`config.mk`:
```
export PLATFORM = sky130hd
export DESIGN_NAME = rtpc_top
export DESIGN_NICKNAME = d
export VERILOG_FILES = /design/src/rtpc_pkg.sv /design/src/rtpc_top.sv
export SDC_FILE = /design/constraint.sdc
export NUM_CORES = 1
export LEC_CHECK = 0
export CAP_MARGIN = 20
export CORE_ASPECT_RATIO = 0.9
export CORE_MARGIN = 10
export CORE_UTILIZATION = 64
export DETAILED_ROUTE_END_ITERATION = 8
export DONT_BUFFER_PORTS = 1
export PLACE_DENSITY = 0.84
export SYNTH_ARGS = -nofsm -noshare
export SYNTH_HDL_FRONTEND = slang
export SYNTH_SLANG_ARGS = --single-unit
```
`constraint.sdc`:
```
create_clock -name clk_in -period 3.1 [get_ports clk_in]
set_input_delay 0.62 -clock clk_in [delete_from_list [all_inputs] [get_ports clk_in]]
set_output_delay 0.62 -clock clk_in [all_outputs]
set_load 0.005 [all_outputs]
```
`src/rtpc_pkg.sv`:
```
// package for the reload timer pwm and capture register block
// Function
// - output enable bits connect each pwm channel to pin
// - polarity zero: high while counter at or below compare
// - polarity change inverts output at once
// - duty register sets channel compare value
// - edge select: zero falling, one rising
// - capture irq enable gates each capture flag
// - capture flag set on capture, cleared by read
// - capture status upper two bits read zero
// - capture register holds counter, ignores writes
// - pwm, duty, capture registers reset to zero
// - overflow reloads counter and sets period-start level
// - no new capture until register read
// - capture input synchronised by two flip-flops
package rtpc_pkg;
    localparam int ADDR_W = 8;
    localparam logic [7:0] OFS_DUTY3 = 8'h31;
    localparam logic [7:0] OFS_DUTY2 = 8'h32;
    localparam logic [7:0] OFS_DUTY1 = 8'h33;
    localparam logic [7:0] OFS_DUTY0 = 8'h34;
    localparam logic [7:0] OFS_PWMCTL = 8'h35;
    localparam logic [7:0] OFS_TCSR = 8'h36;
    localparam logic [7:0] OFS_CNT = 8'h37;
    localparam logic [7:0] OFS_RELOAD = 8'h38;
    localparam logic [7:0] OFS_CAPCS = 8'h39;
    localparam logic [7:0] OFS_CAP1 = 8'h3A;
    localparam logic [7:0] OFS_CAP2 = 8'h3B;
    localparam logic [7:0] OFS_IRQ_STAT = 8'h3C;
    localparam logic [7:0] OFS_IRQ_MASK = 8'h3D;
    localparam logic [7:0] RESET_VAL = 8'h00;
    localparam logic [7:0] CNT_MAX = 8'hFF;
    // timer control/status fields
    localparam int TCSR_TCE = 3;
    localparam int TCSR_FCRL = 2;
    localparam int TCSR_OIE = 1;
    localparam int TCSR_OVF = 0;
    // capture control/status fields
    localparam int CAPCS_EDGE_LO = 4;
    localparam int CAPCS_IE_LO = 2;
    localparam int CAPCS_FLAG_LO = 0;
    // irq status bits: 0 overflow, 1 capture1, 2 capture2
    localparam int IRQ_W = 3;
    typedef struct packed {
        logic [ADDR_W-1:0] addr;
        logic [7:0] wdata;
        logic wr;
        logic rd;
    } rtpc_bus_t;
endpackage

```
`src/rtpc_top.sv`:
```
// pwm outputs, input capture and register file of the 8-bit reload timer
//
// The implementer's own choice: the address-and-strobe port.
module rtpc_top
    import rtpc_pkg::*;
#(
    parameter int NCH = 4
) (
    input wire logic clk_in,
    input wire logic rstn_in,
    input wire logic [ADDR_W-1:0] addr_in,
    input wire logic [7:0] wdata_in,
    input wire logic wr_in,
    input wire logic rd_in,
    input wire logic [1:0] capture_input_pin_in,
    output logic [7:0] rdata_out,
    output logic [NCH-1:0] pwm_out,
    output logic [NCH-1:0] pwm_oe_out,
    output logic irq_out
);
    rtpc_bus_t bus;
    logic [7:0] duty_value [NCH];
    logic [NCH-1:0] out_enable;
    logic [NCH-1:0] channel_polarity;
    logic [7:0] tcsr;
    logic [7:0] counter;
    logic [7:0] reload_value;
    logic [1:0] capture_edge_sel;
    logic [1:0] capture_irq_enable;
    logic [1:0] capture_flag;
    logic [7:0] captured_count [2];
    logic [1:0] cap_sync1, cap_sync2, cap_prev;
    logic [1:0] cap_event;
    logic [NCH-1:0] above;
    logic [IRQ_W-1:0] irq_stat, irq_mask, irq_set;
    logic overflow_flag;
    logic overflow;
    logic [7:0] next_rdata;

    assign bus = '{addr: addr_in, wdata: wdata_in, wr: wr_in, rd: rd_in};

    // counter runs on the cpu clock when enabled; prescaler lives elsewhere
    assign overflow = tcsr[TCSR_TCE] && (counter == CNT_MAX);

    // pwm control and duty registers, reset to zero
    always_ff @(posedge clk_in) begin
        if (!rstn_in) begin
            out_enable <= '0;
            channel_polarity <= '0;
            for (int i = 0; i < NCH; i++) begin
                duty_value[i] <= RESET_VAL;
            end
        end else if (bus.wr) begin
            if (bus.addr == OFS_PWMCTL) begin
                out_enable <= bus.wdata[7:4];
                channel_polarity <= bus.wdata[3:0];
            end
            // duty registers sit in reverse order: ch3 lowest
            for (int i = 0; i < NCH; i++) begin
                if (bus.addr == OFS_DUTY0 - 8'(i)) begin
                    duty_value[i] <= bus.wdata;
                end
            end
        end
    end

    // timer control, reload value; force-reload bit is never stored
    always_ff @(posedge clk_in) begin
        if (!rstn_in) begin
            tcsr <= RESET_VAL;
            reload_value <= RESET_VAL;
        end else if (bus.wr) begin
            if (bus.addr == OFS_TCSR) begin
                tcsr <= {bus.wdata[7:3], 1'b0, bus.wdata[1], 1'b0};
            end
            if (bus.addr == OFS_RELOAD) begin
                reload_value <= bus.wdata;
            end
        end
    end

    // overflow flag: set wins over the clear-on-read
    always_ff @(posedge clk_in) begin
        if (!rstn_in) begin
            overflow_flag <= 1'b0;
        end else if (overflow) begin
            overflow_flag <= 1'b1;
        end else if (bus.rd && bus.addr == OFS_TCSR) begin
            overflow_flag <= 1'b0;
        end
    end

    // counter: reload on overflow or forced reload, direct write allowed
    always_ff @(posedge clk_in) begin
        if (!rstn_in) begin
            counter <= RESET_VAL;
        end else if (bus.wr && bus.addr == OFS_TCSR && bus.wdata[TCSR_FCRL]) begin
            counter <= reload_value;
        end else if (bus.wr && bus.addr == OFS_CNT) begin
            counter <= bus.wdata;
        end else if (overflow) begin
            counter <= reload_value;
        end else if (tcsr[TCSR_TCE]) begin
            counter <= counter + 8'h01;
        end
    end

    // compare state per channel; set from the reload value on overflow (period start)
    always_ff @(posedge clk_in) begin
        if (!rstn_in) begin
            above <= '0;
        end else begin
            for (int i = 0; i < NCH; i++) begin
                if (overflow) begin
                    above[i] <= (reload_value > duty_value[i]);
                end else begin
                    above[i] <= (counter > duty_value[i]);
                end
            end
        end
    end

    // polarity applied in the registered pwm_out stage so a polarity write acts at once
    always_ff @(posedge clk_in) begin
        if (!rstn_in) begin
            pwm_oe_out <= '0;
        end else begin
            pwm_oe_out <= out_enable;
        end
    end
    always_ff @(posedge clk_in) begin
        if (!rstn_in) begin
            pwm_out <= '0;
        end else begin
            // pwm_out sits low while the channel is disconnected
            pwm_out <= out_enable & (~above ^ channel_polarity);
        end
    end

    // capture input synchroniser; stage one is read by stage two only
    always_ff @(posedge clk_in) begin
        if (!rstn_in) begin
            cap_sync1 <= '0;
            cap_sync2 <= '0;
            cap_prev <= '0;
        end else begin
            cap_sync1 <= capture_input_pin_in;
            cap_sync2 <= cap_sync1;
            cap_prev <= cap_sync2;
        end
    end

    // rising when edge bit is one, falling when zero
    always_comb begin
        for (int c = 0; c < 2; c++) begin
            cap_event[c] = capture_edge_sel[c] ? (cap_sync2[c] & ~cap_prev[c])
                                               : (~cap_sync2[c] & cap_prev[c]);
        end
    end

    // capture control bits
    always_ff @(posedge clk_in) begin
        if (!rstn_in) begin
            capture_edge_sel <= '0;
            capture_irq_enable <= '0;
        end else if (bus.wr && bus.addr == OFS_CAPCS) begin
            capture_edge_sel <= bus.wdata[CAPCS_EDGE_LO+:2];
            capture_irq_enable <= bus.wdata[CAPCS_IE_LO+:2];
        end
    end

    // flags and latched values; a held flag blocks further transfers
    always_ff @(posedge clk_in) begin
        if (!rstn_in) begin
            capture_flag <= '0;
            captured_count[0] <= RESET_VAL;
            captured_count[1] <= RESET_VAL;
        end else begin
            for (int c = 0; c < 2; c++) begin
                if (cap_event[c] && !capture_flag[c]) begin
                    capture_flag[c] <= 1'b1;
                    captured_count[c] <= counter;
                end else if (bus.rd && bus.addr == OFS_CAP1 + 8'(c)) begin
                    capture_flag[c] <= 1'b0;
                end
            end
        end
    end

    // sticky interrupt status, write one to clear, set wins
    assign irq_set = {cap_event[1] & ~capture_flag[1],
                      cap_event[0] & ~capture_flag[0], overflow};
    always_ff @(posedge clk_in) begin
        if (!rstn_in) begin
            irq_stat <= '0;
            irq_mask <= '0;
        end else begin
            if (bus.wr && bus.addr == OFS_IRQ_MASK) begin
                irq_mask <= bus.wdata[IRQ_W-1:0];
            end
            if (bus.wr && bus.addr == OFS_IRQ_STAT) begin
                irq_stat <= (irq_stat & ~bus.wdata[IRQ_W-1:0]) | irq_set;
            end else begin
                irq_stat <= irq_stat | irq_set;
            end
        end
    end

    // interrupt also stays up while an enabled source flag is pending
    always_ff @(posedge clk_in) begin
        if (!rstn_in) begin
            irq_out <= 1'b0;
        end else begin
            irq_out <= |(irq_stat & irq_mask)
                     | |(capture_flag & capture_irq_enable)
                     | (overflow_flag & tcsr[TCSR_OIE]);
        end
    end

    // read mux; unmapped addresses return zero
    always_comb begin
        next_rdata = 8'h00;
        for (int i = 0; i < NCH; i++) begin
            if (bus.addr == OFS_DUTY0 - 8'(i)) begin
                next_rdata = duty_value[i];
            end
        end
        case (bus.addr)
            OFS_PWMCTL: next_rdata = {out_enable, channel_polarity};
            OFS_TCSR: next_rdata = {tcsr[7:1], overflow_flag};
            OFS_CNT: next_rdata = counter;
            OFS_RELOAD: next_rdata = reload_value;
            OFS_CAPCS: next_rdata = {2'b00, capture_edge_sel,
                                     capture_irq_enable, capture_flag};
            OFS_CAP1: next_rdata = captured_count[0];
            OFS_CAP2: next_rdata = captured_count[1];
            OFS_IRQ_STAT: next_rdata = {5'h00, irq_stat};
            OFS_IRQ_MASK: next_rdata = {5'h00, irq_mask};
            default: ;
        endcase
    end
    always_ff @(posedge clk_in) begin
        if (!rstn_in) begin
            rdata_out <= 8'h00;
        end else begin
            rdata_out <= bus.rd ? next_rdata : 8'h00;
        end
    end
endmodule

```
==> impl_metrics.toml <==
[run_status]
status = "finished, final reports clean"

[die]
die_y_um = 119
boundaryPins = 39
start_util_pct = 65.1
core_area_mm2 = 0.0107
dieArea_mm2 = 0.0155
rows = 36
dieWidth_um = 130

[timing]
max_freq_ghz = 0.456
fin_crit_ns = 2.19
setup_viol = 0
slew_headroom_pct = 53.1
worst_pin_slew_ns = 0.703
tns_ns = 0
rsz0062_at_grt = "false"
finalCritPeriodShare_pct = 70.7
hold_viol_final = 0
holdWs_ns = 0.321
clock_skew_ns = 0.00543
slew_viol_final = 0

[logic_synthesis]
syn_area_mm2 = 0.00698
synth-edff-count = 48
syn_area_per_cell_um2 = 9.57
ys_seq_area_share_pct = 40.8
ys_types = 72
syn_inst = 729
synth-async-reset-ratio_pct = 0
ys_warn_count = 0
synth_top_flop_cell = "dfxtp_1"
syn-num-nets = 816
synth-seq-cells = 118

[setup_path]
crit_top_cell = "nor2_1"
end_kind = "register"
critical-path-top-delay-family = "simple AND/OR/NAND/NOR gates"
worstPathArrival_ns = 2.48
cpPeakStageDelay_ns = 0.59
start_kind = "primary input"
path_class = "in2reg"
cpMaxStageDelayCell = "nor2_1"
path_buf_inv = 0
cp.required_ns = 3.39
critPathMaxFanout = 11
ff2ff_setup_slack_ns = 0.94
crit_chain = "nand4bb_1, nor2_1, and3_1, mux2i_1, nor2_1"

[layout]
drive_above_1_share_pct = 10.9
antenna_cells = 0
final_util_pct = 71.9
areaGrowthSynthToFinish_pct = 10.5
nNetsFinal = 819

[clocking]
clkSlewWorstSetupHoldPaths_ns = 0.06
ctsHoldBuffers = 0
clk-insertion-delay-late_ns = 0.42
htreeDepth = 4
postCtsSetupBuffers = 0
cts_root_buf = "clkbuf_16"
cts_tree = "yes"
cts_sinks = 118
cts_resized = 0
cts_buffer_depth = 2
cts_buffers = 17

[placed_design]
hpwl_mm = 15.5
port_buffers = 0
globalplace.congestion = 0.990

[detailed_routing]
wire_per_inst_um = 24.9
firstDrtPassIters = 6
vias_per_cell = 6.92
ant_nets = 0
vias = 6075
wirelength_mm = 21.9
drcViolationCount = 0
first_iter_violations = 864

[grt]
grt_first_pass_wirelength_mm = 33.6
grt_pass1_vias = 5835
grt_max_degree = 39
track_usage_pct = 28.5
antenna_found_initial = 0
overflow = 0

[pwr]
vdd_drop_max_mv = 0.462
power_leakage_nw = 3.07
p_per_area_mw_per_mm2 = 493

[job]
drv_cap = 0

[hold_path]
min_path_type = "in2reg"
## cells by family after synthesis
group / Yosys count / synth area share [%]
and+or+nand+nor: 244 / 18.9
muxes: 32 / 4.72
DFF: 118 / 40.8
adders and majority gates: 65 / 11.7
xor gates and xnor gates: 8 / 1.00
buffers and inverters: 71 / 4.25
AOI/OAI and AO/OA: 191 / 18.7
## metal layers
metal	GRT usage, %	wire, um
met5	0	0
met4	16.4	1200
met3	7.54	2160
met2	43.1	9960
met1	36.0	8550
## worst reg2reg max path: stages (launching register included)
cell and delay (ns):
dfxtp_1 0.77, nand4_1 0.30, mux2_2 0.34, o221a_2 0.28, a2111oi_2 0.27, nor2_1 0.08
## cell usage in the layout, fill, tap and decap left out, types with 4 or more instances in the layout
cell / count
nor2b_1: 14
o21ai_0: 35
mux2i_1: 25
a22oi_1: 20
nor3_1: 14
edfxtp_1: 48
a221oi_1: 4
a41oi_1: 4
nor2_1: 51
o21bai_1: 6
ha_1: 65
a21o_1: 12
buf_4: 17
o32ai_1: 4
xnor2_1: 7
o31ai_1: 4
a31o_2: 4
nand2_1: 43
mux2_2: 7
dfxtp_1: 70
and2_1: 52
nand3_1: 22
inv_1: 38
a21oi_1: 45
a31oi_1: 11
and3_1: 6
nand2b_1: 7
clkbuf_16: 20
nand4_1: 8
a211oi_1: 6
## power by group
group          internal, mW  switching [mW]  total [mW]
sequential             1.65          0.0295        1.68
combinational        0.0739           0.125       0.199
clock                  1.21           0.710        1.92
total                  2.93           0.865        3.80
## final timing paths
| kind | from | to | cells after the start |
|---|---|---|---|
| setup / recovery | addr_in[6] | capture_edge_sel[1]$_SDFFE_PN0P_ | 5 |
| hold / removal | rstn_in | cap_sync2[1]$_SDFF_PN0_ | 1 |
| setup reg to reg | counter[7]$_SDFFE_PN0P_ | counter[7]$_SDFFE_PN0P_ | 5 |
| hold reg to reg | cap_sync1[0]$_SDFF_PN0_ | cap_sync2[0]$_SDFF_PN0_ | 1 |
## layout make-up
cell class	instances	area, um2
Multi-Input combinational cell	540	3840
Fill cell	783	3010
Sequential cell	118	2840
Clock buffer	23	532
Tap cell	133	166
Inverter	38	143
Timing Repair Buffer	17	128
Clock inverter	9	61.3
## synthesized netlist by cell type, types with 3 or more instances
cell | count | area share, %
clkbuf_1 | 16 | 0.86
a211oi_1 | 6 | 0.65
nor3_1 | 14 | 1.0
a21oi_1 | 45 | 3.2
nand4_1 | 8 | 0.72
a31oi_1 | 11 | 0.99
o22ai_1 | 3 | 0.27
a221oi_1 | 4 | 0.50
a21o_1 | 12 | 1.3
o32ai_1 | 4 | 0.50
dfxtp_1 | 70 | 20
a22oi_1 | 20 | 2.2
a211o_1 | 3 | 0.38
nand3_1 | 22 | 1.6
mux2_2 | 7 | 1.1
o211ai_1 | 3 | 0.32
and2_1 | 52 | 4.7
buf_4 | 4 | 0.43
a41oi_1 | 4 | 0.50
o21bai_1 | 6 | 0.65
edfxtp_1 | 48 | 21
mux2i_1 | 25 | 3.6
nand2b_1 | 7 | 0.63
o21ai_0 | 35 | 2.5
xnor2_1 | 7 | 0.88
o31ai_1 | 4 | 0.43
o221ai_1 | 3 | 0.38
and3_1 | 6 | 0.54
nor2b_1 | 14 | 1.3
inv_1 | 38 | 2.0
a32oi_1 | 3 | 0.38
a31o_2 | 4 | 0.50
nor2_1 | 51 | 2.7
ha_1 | 65 | 12
nor2_2 | 3 | 0.27
a22o_1 | 3 | 0.38
nand2_1 | 43 | 2.3
buf_2 | 11 | 0.79
## metrics by stage
stage | area [um2] | setup WS [ns] | instances | power [mW]
5_1_grt | 7710 | 0.815 | 878 | 3.91
2_1_floorplan | 6980 | 0.651 | 729 | 1.86
3_5_place_dp | 7120 | 0.541 | 846 | 1.90
6_report | 7710 | 0.909 | 878 | 3.80
3_3_place_gp | 7120 | 0.595 | 846 | 1.89
4_1_cts | 7710 | 0.965 | 878 | 3.80
## registers in the layout (all words and copies together), names as in the netlist, 6 cells and up
register        flops
tcsr                6
rdata_out           8
counter             8
reload_value        8
captured_count     16
duty_value         32
Power figures use the tool's default switching activity.
